`src/counter_defs.vh`:
```
`ifndef COUNTER_DEFS_VH
`define COUNTER_DEFS_VH
// ================================================
// register offsets
`define OFS_CONTROL       4'h0
`define OFS_BYTE_LO_HOLD  4'h4
`define OFS_BYTE_HI_HOLD  4'h5
`define OFS_WORD_HOLD_LO  4'h6
`define OFS_WORD_HOLD_HI  4'h7
`define OFS_WORD_CAP_LO   4'h8
`define OFS_WORD_CAP_HI   4'h9
`define OFS_BYTE_CAP_LO   4'ha
`define OFS_BYTE_CAP_HI   4'hb
// ================================================
// control field positions
`define CTL_RUN_BIT       7
`define CTL_SINGLE_BIT    6
`define CTL_TIMEOUT_BIT   5
`define CTL_PRESCALE_HI   4
`define CTL_PRESCALE_LO   3
`define CTL_CAPMASK_BIT   2
`define CTL_TOMASK_BIT    1
// ================================================
// reset values
`define RST_BYTE          8'h00
`define RST_WORD          16'h0000
`define BYTE_RELOAD       8'hff
// ================================================
// edge select codes
`define EDGE_RISING       2'h0
`define EDGE_FALLING      2'h1
// ================================================
// glitch widths in system clocks
`define GLITCH_W1         5'h04
`define GLITCH_W2         5'h08
`define GLITCH_W3         5'h10
`endif

```
`src/dual_counter_capture_regs.v`:
```
`timescale 1ns/100ps
`default_nettype none
`include "counter_defs.vh"
module dual_counter_capture_regs (
   // clock and reset
   input  wire       clock,
   input  wire       rstn,
   // register bank access
   input  wire       reg_select,
   input  wire       reg_write,
   input  wire [3:0] reg_addr,
   input  wire [7:0] reg_wdata,
   output reg  [7:0] reg_rdata,
   // signal pins
   input  wire       port3_bit1_input,
   input  wire       port2_bit0_input,
   // mode and edge setup
   input  wire       demod_mode,
   input  wire       input_select,
   input  wire [1:0] edge_select,
   input  wire [1:0] glitch_width,
   input  wire       word_counter_run,
   // edge status
   input  wire       rising_clear,
   input  wire       falling_clear,
   output reg        rising_seen,
   output reg        falling_seen,
   // interrupt requests
   output wire       capture_irq,
   output wire       timeout_irq
);
   reg  [1:0]  rst_sync;
   wire        rst_n;
   reg         byte_counter_run;
   reg         single_pass;
   reg         time_out;
   reg  [1:0]  byte_counter_prescale;
   reg         capture_mask;
   reg         timeout_mask;
   reg  [7:0]  byte_counter_low_level_hold;
   reg  [7:0]  byte_counter_high_level_hold;
   reg  [7:0]  word_counter_hold_low_byte;
   reg  [7:0]  word_counter_hold_high_byte;
   reg  [7:0]  word_capture_low_byte;
   reg  [7:0]  word_capture_high_byte;
   reg  [7:0]  byte_capture_low_time;
   reg  [7:0]  byte_capture_high_time;
   reg  [7:0]  byte_counter;
   reg  [15:0] word_counter;
   reg  [2:0]  divider;
   wire        tick;
   wire        pos_edge;
   wire        neg_edge;
   wire        wr;
   wire        capture;
   wire        reach_zero;
   reg  [7:0]  next_rdata;

   // ================================================
   // prescale tick test
   function tick_due;
      input [2:0] div;
      input [1:0] sel;
      reg   [2:0] mask;
      begin
         mask = 3'h0;
         case (sel)
            2'h1:    mask = 3'h1;
            2'h2:    mask = 3'h3;
            2'h3:    mask = 3'h7;
            default: mask = 3'h0;
         endcase
         tick_due = ((div & mask) == mask);
      end
   endfunction

   // ================================================
   // reset release
   always @(posedge clock or negedge rstn) begin
      if (!rstn) begin
         rst_sync <= 2'h0;
      end else begin
         rst_sync <= {rst_sync[0], 1'b1};
      end
   end
   assign rst_n = rst_sync[1];

   // ================================================
   // input edges
   edge_qualifier u_edge (
      .clock            (clock),
      .rst_n            (rst_n),
      .port3_bit1_input (port3_bit1_input),
      .port2_bit0_input (port2_bit0_input),
      .input_select     (input_select),
      .edge_select      (edge_select),
      .glitch_width     (glitch_width),
      .pos_edge         (pos_edge),
      .neg_edge         (neg_edge)
   );

   assign wr         = reg_select && reg_write;
   assign capture    = demod_mode && byte_counter_run && (pos_edge || neg_edge);
   assign tick       = tick_due(divider, byte_counter_prescale);
   assign reach_zero = byte_counter_run && tick && !capture && (byte_counter == 8'h01);

   // ================================================
   // control register
   always @(posedge clock or negedge rst_n) begin
      if (!rst_n) begin
         byte_counter_run      <= 1'b0;
         single_pass           <= 1'b0;
         time_out              <= 1'b0;
         byte_counter_prescale <= 2'h0;
         capture_mask          <= 1'b0;
         timeout_mask          <= 1'b0;
      end else begin
         if (wr && reg_addr == `OFS_CONTROL) begin
            byte_counter_run      <= reg_wdata[`CTL_RUN_BIT];
            single_pass           <= reg_wdata[`CTL_SINGLE_BIT];
            byte_counter_prescale <= reg_wdata[`CTL_PRESCALE_HI:`CTL_PRESCALE_LO];
            capture_mask          <= reg_wdata[`CTL_CAPMASK_BIT];
            timeout_mask          <= reg_wdata[`CTL_TOMASK_BIT];
         end else if (reach_zero && single_pass) begin
            byte_counter_run <= 1'b0;
         end
         if (reach_zero) begin
            time_out <= 1'b1;
         end else if (wr && reg_addr == `OFS_CONTROL && reg_wdata[`CTL_TIMEOUT_BIT]) begin
            time_out <= 1'b0;
         end
      end
   end

   // ================================================
   // hold registers
   always @(posedge clock or negedge rst_n) begin
      if (!rst_n) begin
         byte_counter_low_level_hold  <= `RST_BYTE;
         byte_counter_high_level_hold <= `RST_BYTE;
         word_counter_hold_low_byte   <= `RST_BYTE;
         word_counter_hold_high_byte  <= `RST_BYTE;
      end else if (wr) begin
         case (reg_addr)
            `OFS_BYTE_LO_HOLD: byte_counter_low_level_hold  <= reg_wdata;
            `OFS_BYTE_HI_HOLD: byte_counter_high_level_hold <= reg_wdata;
            `OFS_WORD_HOLD_LO: word_counter_hold_low_byte   <= reg_wdata;
            `OFS_WORD_HOLD_HI: word_counter_hold_high_byte  <= reg_wdata;
            default: ;
         endcase
      end
   end

   // ================================================
   // counters, prescaler and captures
   always @(posedge clock or negedge rst_n) begin
      if (!rst_n) begin
         divider                <= 3'h0;
         byte_counter           <= `BYTE_RELOAD;
         word_counter           <= `RST_WORD;
         byte_capture_low_time  <= `RST_BYTE;
         byte_capture_high_time <= `RST_BYTE;
         word_capture_low_byte  <= `RST_BYTE;
         word_capture_high_byte <= `RST_BYTE;
      end else begin
         divider <= byte_counter_run ? divider + 3'h1 : 3'h0;
         if (capture) begin
            if (pos_edge) begin
               byte_capture_low_time <= byte_counter;
            end else begin
               byte_capture_high_time <= byte_counter;
            end
            word_capture_high_byte <= word_counter[15:8];
            word_capture_low_byte  <= word_counter[7:0];
            byte_counter           <= `BYTE_RELOAD;
         end else if (reach_zero) begin
            byte_counter <= `BYTE_RELOAD;
         end else if (byte_counter_run && tick) begin
            byte_counter <= byte_counter - 8'h01;
         end
         if (!word_counter_run || word_counter == 16'h0000) begin
            word_counter <= {word_counter_hold_high_byte, word_counter_hold_low_byte};
         end else begin
            word_counter <= word_counter - 16'h0001;
         end
      end
   end

   // ================================================
   // edge status flags, set beats clear
   always @(posedge clock or negedge rst_n) begin
      if (!rst_n) begin
         rising_seen  <= 1'b0;
         falling_seen <= 1'b0;
      end else begin
         if (capture && pos_edge) begin
            rising_seen <= 1'b1;
         end else if (rising_clear) begin
            rising_seen <= 1'b0;
         end
         if (capture && neg_edge) begin
            falling_seen <= 1'b1;
         end else if (falling_clear) begin
            falling_seen <= 1'b0;
         end
      end
   end

   assign capture_irq = capture_mask && (rising_seen || falling_seen);
   assign timeout_irq = timeout_mask && time_out;

   // ================================================
   // read path
   always @* begin
      case (reg_addr)
         `OFS_CONTROL:      next_rdata = {byte_counter_run, single_pass, time_out,
                                          byte_counter_prescale, capture_mask, timeout_mask, 1'b0};
         `OFS_BYTE_LO_HOLD: next_rdata = byte_counter_low_level_hold;
         `OFS_BYTE_HI_HOLD: next_rdata = byte_counter_high_level_hold;
         `OFS_WORD_HOLD_LO: next_rdata = word_counter_hold_low_byte;
         `OFS_WORD_HOLD_HI: next_rdata = word_counter_hold_high_byte;
         `OFS_WORD_CAP_LO:  next_rdata = word_capture_low_byte;
         `OFS_WORD_CAP_HI:  next_rdata = word_capture_high_byte;
         `OFS_BYTE_CAP_LO:  next_rdata = byte_capture_low_time;
         `OFS_BYTE_CAP_HI:  next_rdata = byte_capture_high_time;
         default:           next_rdata = 8'h00;
      endcase
   end

   always @(posedge clock or negedge rst_n) begin
      if (!rst_n) begin
         reg_rdata <= 8'h00;
      end else if (reg_select) begin
         reg_rdata <= next_rdata;
      end
   end
endmodule // dual_counter_capture_regs
`default_nettype wire

```
`src/edge_qualifier.v`:
```
`timescale 1ns/100ps
`default_nettype none
`include "counter_defs.vh"
module edge_qualifier (
   // clock and reset
   input  wire       clock,
   input  wire       rst_n,
   // pins
   input  wire       port3_bit1_input,
   input  wire       port2_bit0_input,
   // setup
   input  wire       input_select,
   input  wire [1:0] edge_select,
   input  wire [1:0] glitch_width,
   // qualified edges
   output reg        pos_edge,
   output reg        neg_edge
);
   reg  [2:0] sync;
   reg        level;
   reg  [4:0] stable;
   wire       raw;
   wire       agree;
   reg  [4:0] need;

   // ================================================
   // pin select and synchroniser
   assign raw = input_select ? port2_bit0_input : port3_bit1_input;
   assign agree = (sync[1] == sync[2]);

   always @(posedge clock or negedge rst_n) begin
      if (!rst_n) begin
         sync <= 3'h0;
      end else begin
         sync <= {sync[1:0], raw};
      end
   end

   always @* begin
      case (glitch_width)
         2'h1:    need = `GLITCH_W1;
         2'h2:    need = `GLITCH_W2;
         2'h3:    need = `GLITCH_W3;
         default: need = 5'h00;
      endcase
   end

   // ================================================
   // glitch filter and edge pick
   always @(posedge clock or negedge rst_n) begin
      if (!rst_n) begin
         level    <= 1'b0;
         stable   <= 5'h00;
         pos_edge <= 1'b0;
         neg_edge <= 1'b0;
      end else begin
         pos_edge <= 1'b0;
         neg_edge <= 1'b0;
         if (!agree || sync[2] == level) begin
            stable <= 5'h00;
         end else if (stable >= need) begin
            level    <= sync[2];
            stable   <= 5'h00;
            pos_edge <= sync[2] && (edge_select != `EDGE_FALLING);
            neg_edge <= !sync[2] && (edge_select != `EDGE_RISING);
         end else begin
            stable <= stable + 5'h01;
         end
      end
   end
endmodule // edge_qualifier
`default_nettype wire

```
`config.mk`:
```
export PLATFORM = sky130hd
export DESIGN_NAME = dual_counter_capture_regs
export DESIGN_NICKNAME = d
export VERILOG_FILES = /design/src/dual_counter_capture_regs.v /design/src/edge_qualifier.v
export VERILOG_INCLUDE_DIRS = /design/src
export SDC_FILE = /design/constraint.sdc
export NUM_CORES = 1
export LEC_CHECK = 0
export ABC_AREA = 1
export BUFFER_PORTS_ARGS = -buffer_cell sky130_fd_sc_hd__buf_2
export CAP_MARGIN = 20
export CORE_MARGIN = 3
export CORE_UTILIZATION = 65
export DETAILED_ROUTE_END_ITERATION = 10
export GPL_ROUTABILITY_DRIVEN = 0
export HOLD_SLACK_MARGIN = 0.03
export PLACE_DENSITY = 0.82
export RECOVER_POWER = 100
export SLEW_MARGIN = 40
export SYNTH_ARGS = -nofsm -noshare
export SYNTH_HDL_FRONTEND = slang
export SYNTH_SLANG_ARGS = --single-unit
export TNS_END_PERCENT = 10
```
`constraint.sdc`:
```
create_clock -name clock -period 6.13 [get_ports clock]
set_input_delay 0 -clock clock [delete_from_list [all_inputs] [get_ports clock]]
set_output_delay 0 -clock clock [all_outputs]
set_load 0.02 [all_outputs]
```
=== Word-level counts from Yosys, hierarchy flattened ===
Cells that the tools add are included.

* Bits in registers: 121
* Bits of input ports: 27
* Output and inout port bits: 12
* Logic and storage cells: 114

* Add/subtract/negate cells: 4
* $lt $le $gt $ge: 1
* Eq/ne operators: 19
* Muxes and demuxes: 23
* Bitwise gates (word level): 3
* Reductions and logical operators: 38

{| class="wikitable"
|+ Operators by type and width
! operator !! count
|-
| $pmux W8 S9 || 1
|-
| $mux W8 || 3
|-
| $eq A4 B3 Y1 const B || 4
|-
| $eq A4 B4 Y1 const B || 4
|-
| $logic_not A16 Y1 || 1
|-
| $mux W16 || 1
|-
| $sub A16 B1 Y16 const B || 1
|-
| $logic_and A1 B1 Y1 || 15
|-
| $pmux W5 S3 || 1
|-
| $reduce_and A2 Y1 || 7
|-
| $mux W1 || 13
|-
| $mux W5 || 2
|-
| $reduce_bool A2 Y1 || 5
|-
| $pmux W3 S3 || 1
|-
| $eq A2 B2 Y1 const B || 4
|-
| $eq A8 B1 Y1 const B || 1
|-
| $sub A8 B1 Y8 const B || 1
|-
| $add A5 B1 Y5 const B || 1
|-
| $ge A5 B5 Y1 || 1
|-
| $eq A2 B1 Y1 const B || 2
|-
| $logic_not A1 Y1 || 4
|-
| $logic_not A4 Y1 || 1
|-
| $logic_or A1 B1 Y1 || 4
|-
| $add A3 B1 Y3 const B || 1
|-
| 7 further kinds || 9
|}

=== Logic depth before layout (Yosys ltp) ===
Gate-level depths: netlist of the first run.

* Word-level depth: 10
* Gate-level depth with buffers: 10
* Gate-level depth less buffers: 10

=== Hierarchy ===
A second synthesis of the first run with hierarchy kept.

* Cell total of the unflattened synthesis: 742
* Area total of the unflattened synthesis: 5,919.4 µm²

{| class="wikitable"
|+ By module, submodules not included
! module !! times used !! cells each !! area each (µm²) !! sequential area each (µm²)
|-
| dual_counter_capture_regs || 1 || 679 || 5,363.9 || 2,762.6
|-
| edge_qualifier || 1 || 63 || 555.5 || 275.3
|}

=== Least setup slack after synthesis of the first run ===
No wires, ideal clock.

* Path kind: flip-flop to flip-flop
* Start: register byte_counter[0]
* End: register byte_counter[4]
* Arrival: 1.365 ns
* Slack: 4.692 ns
* Cell stages (with the launch flop): 7
* Period minus slack after synthesis: 1.438 ns
* Cell sequence: dfstp_2 > clkinv_1 > ha_1 > nand3_1 > xor2_1 > nor2_1 > a21oi_1

* Word-level cells in the longest chain between the ends: 4
* Elaborated cells between the ends (all ways): 7
* Those cells by class: add/sub: 1; eq/ne: 1; mux: 3; reduce/logical: 2

{| class="wikitable"
|+ RTL lines
! item !! line !! source
|-
| start: declaration || dual_counter_capture_regs.v:48 || <nowiki>reg [7:0] byte_counter;</nowiki>
|-
| start signal: assignment || dual_counter_capture_regs.v:159 || <nowiki>byte_counter <= `BYTE_RELOAD;</nowiki>
|-
| start signal: assignment || dual_counter_capture_regs.v:175 || <nowiki>byte_counter <= `BYTE_RELOAD;</nowiki>
|-
| start signal: assignment || dual_counter_capture_regs.v:177 || <nowiki>byte_counter <= `BYTE_RELOAD;</nowiki>
|-
| $sub A8 B1 Y8 or $eq A8 B1 Y1 (tied branches) || dual_counter_capture_regs.v:179, dual_counter_capture_regs.v:105 ||
|-
| $mux W8 or $logic_and A1 B1 Y1 (tied branches) || dual_counter_capture_regs.v:178, dual_counter_capture_regs.v:105 ||
|-
| $mux W8 || dual_counter_capture_regs.v:176 || <nowiki>end else if (reach_zero) begin</nowiki>
|-
| $mux W8 || dual_counter_capture_regs.v:167 || <nowiki>if (capture) begin</nowiki>
|}

Several ways; a longest one is shown, not always the timed one. The select of a mux whose other input is x is not followed.
A chain may end at the register's enable or synchronous reset.

=== Worst setup path in the final report of the first run ===
* Start: register word_counter[0]
* End: register word_counter[4]

* Word-level cells in the longest chain between the ends: 3
* Elaborated cells between the ends (all ways): 4
* Those cells by class: add/sub: 1; mux: 1; reduce/logical: 2

{| class="wikitable"
|+ RTL lines
! item !! line !! source
|-
| start: declaration || dual_counter_capture_regs.v:49 || <nowiki>reg [15:0] word_counter;</nowiki>
|-
| start signal: assignment || dual_counter_capture_regs.v:160 || <nowiki>word_counter <= `RST_WORD;</nowiki>
|-
| start signal: assignment || dual_counter_capture_regs.v:182 || <nowiki>word_counter <= {word_counter_hold_high_byte, word_counter_hold_low_byte};</nowiki>
|-
| start signal: assignment || dual_counter_capture_regs.v:184 || <nowiki>word_counter <= word_counter - 16'h0001;</nowiki>
|-
| branches (longest 2 deep; another with $sub A16 B1 Y16) || n/a ||
|-
| $mux W16 (*) || dual_counter_capture_regs.v:181 || <nowiki>if (!word_counter_run || word_counter == 16'h0000) begin</nowiki>
|}

Mark *: on every way between the ends.

==> results.cfg, run 1 <==
[global_route]
grt_pass1_wl_um = 24500
grt_max_degree = 65
grt_util_met2_pct = 49.1
grt_pass1_vias = 5097
grt_overflow = 0
grt_usage_pct = 31.1
antenna_found_initial = 0
use_met3_pct = 7.37
global_route.peak_usage_layer = met2
use_met1_pct = 42.2

[clocking]
cts.sinks = 121
h-tree-depth = 4
clockBufferDepth = 2
clock-root-buffer = clkbuf_8
cts-buffers-inserted = 17
path_clk_slew_ns = 0.06
clk_latency_ns = 0.53
cts_setup_buffers = 0
cts_tree = built

[synthesis]
synth-seq-area-share_pct = 51.0
synth_cell_type_count = 36
syn-num-nets = 787
syn_area_um2 = 5960
synthCells = 750
synth_flop_cell = dfrtp_1
ys_ff_latch = 121
yosysWarnings = 0
synth_edf_count = 0
async_flop_share_pct = 100
syn_area_per_cell_um2 = 7.95

[sta]
slew_violations = 118
hold_violations = 0
clock.fmax_mhz = 278
relSlewSlack_pct = -98.2
rsz0062_at_grt = false
period_needed_ns = 3.59
fin_worst_skew_ns = 0.00770
fin_setup_tns_ns = 0
worstMarginPinSlew_ns = 2.95
setup-violations-final = 0
period_share_pct = 58.6

[detailed_routing]
detail_route.first_pass.iterations = 9
num_vias = 5350
drtIter0Drc = 415
vias_per_cell = 5.76
drt-total-wl_um = 15000
drc_errors = 1
drt.antenna.violating_nets = 0
avgRoutedWirePerCell_um = 16.1

[run]
cap_viol_max_count = 3

[final_layout]
fin_util_pct = 78.7
drive_gt1_share_pct = 9.01
fin_cells = 929
final_common_cell = nand2_1
final_area_um2 = 6930
num_antenna_cells = 0
final_nets = 846
final_cell_mix = nand2_1 (243), dfrtp_1 (113), o21ai_0 (82), nand3_1 (78), nor2_1 (72)
area_growth_pct = 16.3

[worst_setup_path]
r2r_start = word_counter[0]$_DFF_PN0_
slowest_delay_ns = 2.18
worst_setup_path_start_kind = flip-flop
crit_fanout = 32
cp_data_arrival_time_ns = 4.01
crit_type = flip-flop to flip-flop
crit_start = word_counter[0]$_DFF_PN0_
cp.required_ns = 6.55
r2r_end = word_counter[4]$_DFF_PN0_
endpoint_kind = flip-flop
ff2ff_path_depth = 7
regToRegSetupSlack_ns = 2.54
crit_chain = inv_1 > ha_1 > nand3_1 > nor2_1 > a21boi_0 > o21ai_0 > o21ai_0
worst_path_max_delay_cell = a21boi_0
crit_path_frequent_cell = o21ai_0
crit_end = word_counter[4]$_DFF_PN0_

[die]
core-area_um2 = 8810
fp.dieH_um = 102
dieWidth_um = 102
num_io_pins = 39
rows = 34
die_area_um2 = 10400
start_util_pct = 67.7

[placed_design]
place_area_um2 = 6170
dp_hpwl_um = 9850
dp_cells = 874
io_buffers = 38

[status]
status = finished, violations left
violations = design-rule violations, max-capacitance violations, max-slew violations

[pwr]
vdd_drop_max_mv = 0.224
power.density_nw_per_um2 = 378
leakagePower_nw = 3.58

[hold_path]
worstHoldPathType = primary input to flip-flop
## per-layer routing
metal / part of all wire (%) / wire [um]
met1: 42 / 6300
met4: 2.3 / 343
met2: 48 / 7180
met5: 0 / 0
met3: 7.6 / 1130
## cell families (layout without fill, tap and decap cells)
family | count (synthesis) | after routing | synth area share (%)
compound gates | 98 | 98 | 8.92
xor+xnor | 13 | 13 | 1.91
fa+ha+maj | 10 | 10 | 2.10
buf+inv | 92 | 163 | 6.53
flops | 121 | 121 | 51.0
mux | 1 | 1 | 0.189
other cells | 1 | 1 | 0.0629
simple gates | 414 | 414 | 29.3
## registers in the layout (all words and copies together) (netlist names), 5 cells and up
| name | count |
|---|---|
| word_counter_hold_high_byte | 8 |
| byte_counter_high_level_hold | 8 |
| reg_rdata | 8 |
| word_capture_low_byte | 8 |
| word_capture_high_byte | 8 |
| byte_counter | 8 |
| byte_counter_low_level_hold | 8 |
| byte_capture_high_time | 8 |
| byte_capture_low_time | 8 |
| word_counter | 16 |
| word_counter_hold_low_byte | 8 |
| u_edge.stable | 5 |
## area by class of cell
class / count / area, um^2
fillers: 627 / 1870
well taps: 108 / 135
flip-flops and latches: 121 / 3040
clock inverters: 12 / 176
multi-input cells: 537 / 2480
inverters: 69 / 259
repair buffers: 63 / 424
clock buffers: 19 / 422
## critical path, delay by kind of cell (launching register included)
| kind | cells | cell delay (ns) |
|---|---|---|
| compound gates | 3 | 2.66 |
| fa+ha+maj | 1 | 0.21 |
| buf+inv | 1 | 0.11 |
| flops | 1 | 0.37 |
| simple gates | 2 | 0.13 |
## cells in the mapped netlist (all sizes together), types with 2 or more instances
library cell / instances / area (um^2)
a21oi: 12 / 60.1
and3: 2 / 12.5
buf: 19 / 114
clkbuf: 4 / 16.3
dfrtp: 113 / 2830
dfstp: 8 / 210
ha: 10 / 125
inv: 68 / 255
nand2: 243 / 927
nand3: 78 / 400
nand4: 6 / 37.5
nor2: 79 / 324
nor3: 3 / 26.3
o21a: 2 / 15.0
o21ai: 83 / 445
xnor2: 4 / 35.0
xor2: 9 / 78.8
## worst min path at each step
| stage | endpoint | depth (start not counted) | start |
|---|---|---|---|
| 3_3_place_gp | rst_sync[0]$_DFF_PN0_ | 1 | rstn |
| 2_1_floorplan | rst_sync[0]$_DFF_PN0_ | 0 | rstn |
| 4_1_cts | reg_rdata[1]$_DFFE_PN0P_ | 6 | reg_addr[3] |
| 6_report | reg_rdata[1]$_DFFE_PN0P_ | 6 | reg_addr[3] |
| 3_5_place_dp | rst_sync[0]$_DFF_PN0_ | 1 | rstn |
| 5_1_grt | reg_rdata[1]$_DFFE_PN0P_ | 6 | reg_addr[3] |
## per-stage QoR
stage	setup WS (ns)	total power [mW]	hold WS, ns
2_1_floorplan	2.52	1.45	-0.296
3_3_place_gp	4.21	1.57	-0.215
3_5_place_dp	4.22	1.59	-0.214
4_1_cts	4.21	2.63	0.0827
5_1_grt	2.14	2.75	0.0811
6_report	2.54	2.62	0.0790
## power by group
group          leakage [nW]  total, mW  switching, mW  internal, mW
clock                 0.288       1.02          0.366         0.657
combinational          1.72      0.464          0.301         0.163
sequential             1.57       1.14          0.142         0.995
total                  3.58       2.62          0.809          1.81
## what timing repair did
item / CTS / global route
hold endpoints to repair: 78 / 0
gates resized for setup: 0 / 0
hold buffers: 24 / 0
Power figures use the tool's default switching activity.
==> run 2: changes to the inputs <==
Settings changed: CORE_UTILIZATION 65 to 55, PLACE_DENSITY 0.82 to 0.73.
Clock period 6.13 ns to 3.25 ns, I/O delays scaled along.
==> run 2 against run 1 <==
  * The run now ends clean
  * Via count decreased by 3.3%
  * Flip-flop and latch count unchanged
  * Register-to-register slack got worse by 1.7 ns
  * Design area about the same
  * Die area increased by 17%
  * Sequential share of layout area about the same
  * Largest cell class unchanged
==> results.cfg, run 2 (synthesized netlist as in run 1, its figures left out) <==
[sta]
whs_ns = 0.111
slew_violations = 0
fin_setup_tns_ns = 0
hold_violations = 0
relSlewSlack_pct = 16.3
setup-violations-final = 0
worstMarginPinSlew_ns = 1.26
period_share_pct = 74.1
clock.fmax_mhz = 416
rsz0062_at_grt = false
fin_worst_skew_ns = 0.00799
period_needed_ns = 2.41

[status]
status = complete, no violations

[final_layout]
final_cell_mix = nand2_1 (243), dfrtp_1 (113), o21ai_0 (81), nand3_1 (78), nor2_1 (72)
num_antenna_cells = 0
drive_gt1_share_pct = 9.74
final_nets = 847
fillerInstances = 856
area_growth_pct = 16.4
final_common_cell = nand2_1
largest-register = word_counter
largest_reg_flops = 16

[global_route]
antenna_found_initial = 0
grt_pass1_vias = 5162
grt_overflow = 0
grt_pass1_wl_um = 24600
grt_max_degree = 54
grt_usage_pct = 26.8

[clocking]
cts_tree = built
path_clk_slew_ns = 0.06
clockBufferDepth = 2
cts.sinks = 121
cts_setup_buffers = 0
cts-buffers-inserted = 17
h-tree-depth = 4
clock-root-buffer = clkbuf_8
clk_latency_ns = 0.52

[worst_setup_path]
r2r_end = word_counter[7]$_DFF_PN0_
endpoint_kind = flip-flop
r2r_start = word_counter[0]$_DFF_PN0_
cp_data_arrival_time_ns = 2.85
crit_type = flip-flop to flip-flop
crit_fanout = 21
regToRegSetupSlack_ns = 0.84
worst_setup_path_start_kind = flip-flop
ff2ff_path_depth = 8
cp.required_ns = 3.69

[placed_design]
io_buffers = 38
dp_hpwl_um = 10300

[die]
dieWidth_um = 110
num_io_pins = 39
start_util_pct = 57.2
fp.dieH_um = 110
core-area_um2 = 10400
rows = 37
die_area_um2 = 12100

[detailed_routing]
avgRoutedWirePerCell_um = 15.5
num_vias = 5174
drt-total-wl_um = 14900
drtIter0Drc = 356
detail_route.first_pass.iterations = 5
drc_errors = 0
vias_per_cell = 5.41
drt.antenna.violating_nets = 0

[hold_path]
hold-path-cell-count = 6
hold_path_end = reg_rdata[2]$_DFFE_PN0P_
min-delay-start = reg_addr[2]
worstHoldPathType = primary input to flip-flop

[pwr]
power.density_nw_per_um2 = 693
leakagePower_nw = 3.57
vdd_drop_max_mv = 0.338

[run]
cap_viol_max_count = 0
run 2: cell count changes in the layout (fill, tap and decap cells not counted), sizes merged:
cell and delta:
bufinv -2, clkinvlp -1, inv +1, clkbuf +3, clkinv -1, buf +1
dlygate4sd3 -1
run 2: final cells by class:
cell class,instances,area (um^2),share of cell area (%)
Sequential cell,121,3040,43.8
Tap cell,136,170,2.45
Multi-Input combinational cell,537,2480,35.8
Clock inverter,9,97.6,1.41
Timing Repair Buffer,64,422,6.08
Inverter,69,259,3.73
Clock buffer,21,469,6.76
run 2: power breakdown:
| part | switching [mW] | internal (mW) |
|---|---|---|
| clock network | 0.637 | 1.15 |
| logic | 0.574 | 0.307 |
| registers | 0.264 | 1.88 |
| total | 1.47 | 3.34 |
run 2: routing by layer:
layer	wire length [um]	up-vias	global-route usage, %
met1	6570	2475	35.5
met3	874	38	6.12
met2	7020	156	42.7
met4	393	0	11.3
li1	-	2505	-
met5	0	-	0
run 2: worst max path at each step:
stage / from / to / slack, ns
3_3_place_gp: byte_counter_run$_DFFE_PN0P_ / byte_counter[2]$_DFFE_PN1P_ / 1.45
3_5_place_dp: byte_counter_run$_DFFE_PN0P_ / byte_counter[2]$_DFFE_PN1P_ / 1.39
5_1_grt: word_counter[0]$_DFF_PN0_ / word_counter[7]$_DFF_PN0_ / 0.58
2_1_floorplan: rst_sync[1]$_DFF_PN0_ / byte_capture_high_time[0]$_DFFE_PN0P_ / 1.24
4_1_cts: byte_counter_run$_DFFE_PN0P_ / byte_counter[2]$_DFFE_PN1P_ / 1.37
6_report: word_counter[0]$_DFF_PN0_ / word_counter[7]$_DFF_PN0_ / 0.84
run 2: timing repair:
action / in CTS / in global routing
gates resized for setup: 0 / 0
hold buffers: 23 / 0
endpoints found under the hold margin: 68 / 0
run 2: stage by stage:
stage               instance area [um^2]  power (mW)  worst slack, ns  utilization [%]  std cells
floorplan                           5960        2.74             1.24                -        750
global placement                    6220        2.97             1.45             59.7        903
detailed placement                  6240        3.03             1.39             59.9        904
CTS                                 7040        4.85             1.37             67.6        957
global route                        6940        5.08            0.580             66.6        957
finish                              6940        4.81            0.843             66.6        957
run 2: critical path: stages (launching register included):
cell	delay [ns]
dfrtp_1	0.35
inv_1	0.10
ha_1	0.21
nand3_1	0.08
nor2_1	0.05
a21boi_0	0.95
buf_4	0.39
nor2_1	0.07
a21oi_1	0.14
==> run 3: changes to the inputs <==
Clock period 3.25 ns to 2 ns, I/O delays scaled along.
==> run 3 against run 2 <==
  * Non-clock buffer count up 8
  * Clock power up 68%
  * Die area stayed put
  * Hold slack lost 0.022 ns
  * Cell count grew 0.94%
  * Routed wire length decreased by 1.2%
  * Count of clock-buffer cells in the layout increased by 2
  * First-iteration DRC count up 30%
  * Design area increased by 0.94%
  * Combinational power grew 59%
  * Clock skew about the same
  * Via count grew 0.37%
  * Critical endpoint is now word_counter[9]$_DFF_PN0_
==> results.cfg, run 3 (synthesized netlist as in run 1, its figures left out) <==
[status]
status = complete, no violations

[final_layout]
fillerInstances = 865
final_nets = 855
largest-register = word_counter
seq_area_um2 = 3040
area_growth_pct = 17.5
final_cell_mix = nand2_1 (241), dfrtp_1 (112), o21ai_0 (82), nand3_1 (78), nor2_1 (73)
num_antenna_cells = 0
drive_gt1_share_pct = 10.4
final_common_cell = nand2_1
final_area_um2 = 7000
largest_reg_flops = 16
fin_util_pct = 67.2
multiInputGateArea_um2 = 2490

[worst_setup_path]
crit_fanout = 9
worst_setup_path_start_kind = flip-flop
path_delay_family = simple AND/OR/NAND/NOR gates
endpoint_kind = flip-flop
cp.required_ns = 2.40
crit_chain = nor2_1 > nand2_1 > nor2_1 > nand3_1 > nand2_1 > nand2_1 > nand2_1 > o21ai_0
cp_data_arrival_time_ns = 2.20
path_buf_inv = 0
crit_path_frequent_cell = nand2_1
slowest_delay_ns = 0.50
crit_type = flip-flop to flip-flop
worst_path_max_delay_cell = nor2_1

[clocking]
h-tree-depth = 4
cts_resized = 0
clockBufferDepth = 2
clk_latency_ns = 0.53
cts.sinks = 121
path_clk_slew_ns = 0.06
cts_setup_buffers = 0
hold_buffers = 23
clock-root-buffer = clkbuf_8
cts-buffers-inserted = 17
cts_tree = built

[placed_design]
dp_hpwl_um = 10100
place_ws_ns = 0.314
place_area_um2 = 6300
io_buffers = 38

[sta]
worstMarginPinSlew_ns = 0.850
hold_violations = 0
setup-violations-final = 0
fin_ws_ns = 0.199
rsz0062_at_grt = false
clock.fmax_mhz = 555
fin_worst_skew_ns = 0.00837
relSlewSlack_pct = 43.3
period_share_pct = 90.0
fin_setup_tns_ns = 0
period_needed_ns = 1.80
slew_violations = 0

[global_route]
grt_max_degree = 41
grt_pass1_wl_um = 24600
grt_pass1_vias = 4933
antenna_found_initial = 0
grt_usage_pct = 26.8
grt_overflow = 0

[detailed_routing]
detail_route.first_pass.iterations = 5
vias_per_cell = 5.38
drtIter0Drc = 464
avgRoutedWirePerCell_um = 15.2
drc_errors = 0
drt.antenna.violating_nets = 0
drt-total-wl_um = 14700
num_vias = 5193

[die]
core-area_um2 = 10400
rows = 37
fp.dieH_um = 110
start_util_pct = 57.2
die_area_um2 = 12100
num_io_pins = 39
dieWidth_um = 110

[hold_path]
worstHoldPathType = primary input to flip-flop

[pwr]
leakagePower_nw = 3.61
vdd_drop_max_mv = 0.755
power.density_nw_per_um2 = 1130

[run]
cap_viol_max_count = 0
## run 3: worst paths after layout
check	startpoint	to	slack, ns	cells past startpoint
min reg2reg	u_edge.sync[0]$_DFF_PN0_	u_edge.sync[1]$_DFF_PN0_	0.35	0
min	reg_addr[2]	reg_rdata[2]$_DFFE_PN0P_	0.09	6
min in group asynchronous	rstn	rst_sync[0]$_DFF_PN0_	0.33	3
max reg2reg	word_counter[2]$_DFF_PN0_	word_counter[9]$_DFF_PN0_	0.20	8
max	word_counter[2]$_DFF_PN0_	word_counter[9]$_DFF_PN0_	0.20	8
max in group asynchronous	rst_sync[1]$_DFF_PN0_	byte_capture_low_time[1]$_DFFE_PN0P_	0.34	1
## run 3: tightest hold or removal path: stages
cell,delay [ns]
buf_2,0.17
nor3_4,0.09
nand2_1,0.11
nand3_1,0.10
nand2_1,0.06
nand2_1,0.04
## run 3: final cells by class
cell class | instances | area share, %
Clock buffer | 23 | 6.52
Clock inverter | 8 | 1.71
Inverter | 69 | 3.70
Multi-Input combinational cell | 537 | 35.5
Sequential cell | 121 | 43.4
Tap cell | 136 | 2.43
Timing Repair Buffer | 72 | 6.75
## run 3: stage by stage
step                instances  hold WS, ns  power (mW)
global route              966       0.0904        8.33
finish                    966       0.0887        7.88
global placement          912       -0.214        4.83
floorplan                 750       -0.296        4.45
CTS                       966       0.0471        7.95
detailed placement        912       -0.207        4.91
## run 3: metal layers
layer  GRT usage [%]  share of wire [%]  routed length, um
met1            36.7                 45               6660
met2            41.0                 46               6790
met3            7.86                6.5                956
met4            9.06                1.9                272
met5               0                  0                  0
## run 3: report_power, final
| group | internal [mW] | switching [mW] |
|---|---|---|
| Clock | 1.95 | 1.06 |
| Combinational | 0.506 | 0.893 |
| Sequential | 3.05 | 0.425 |
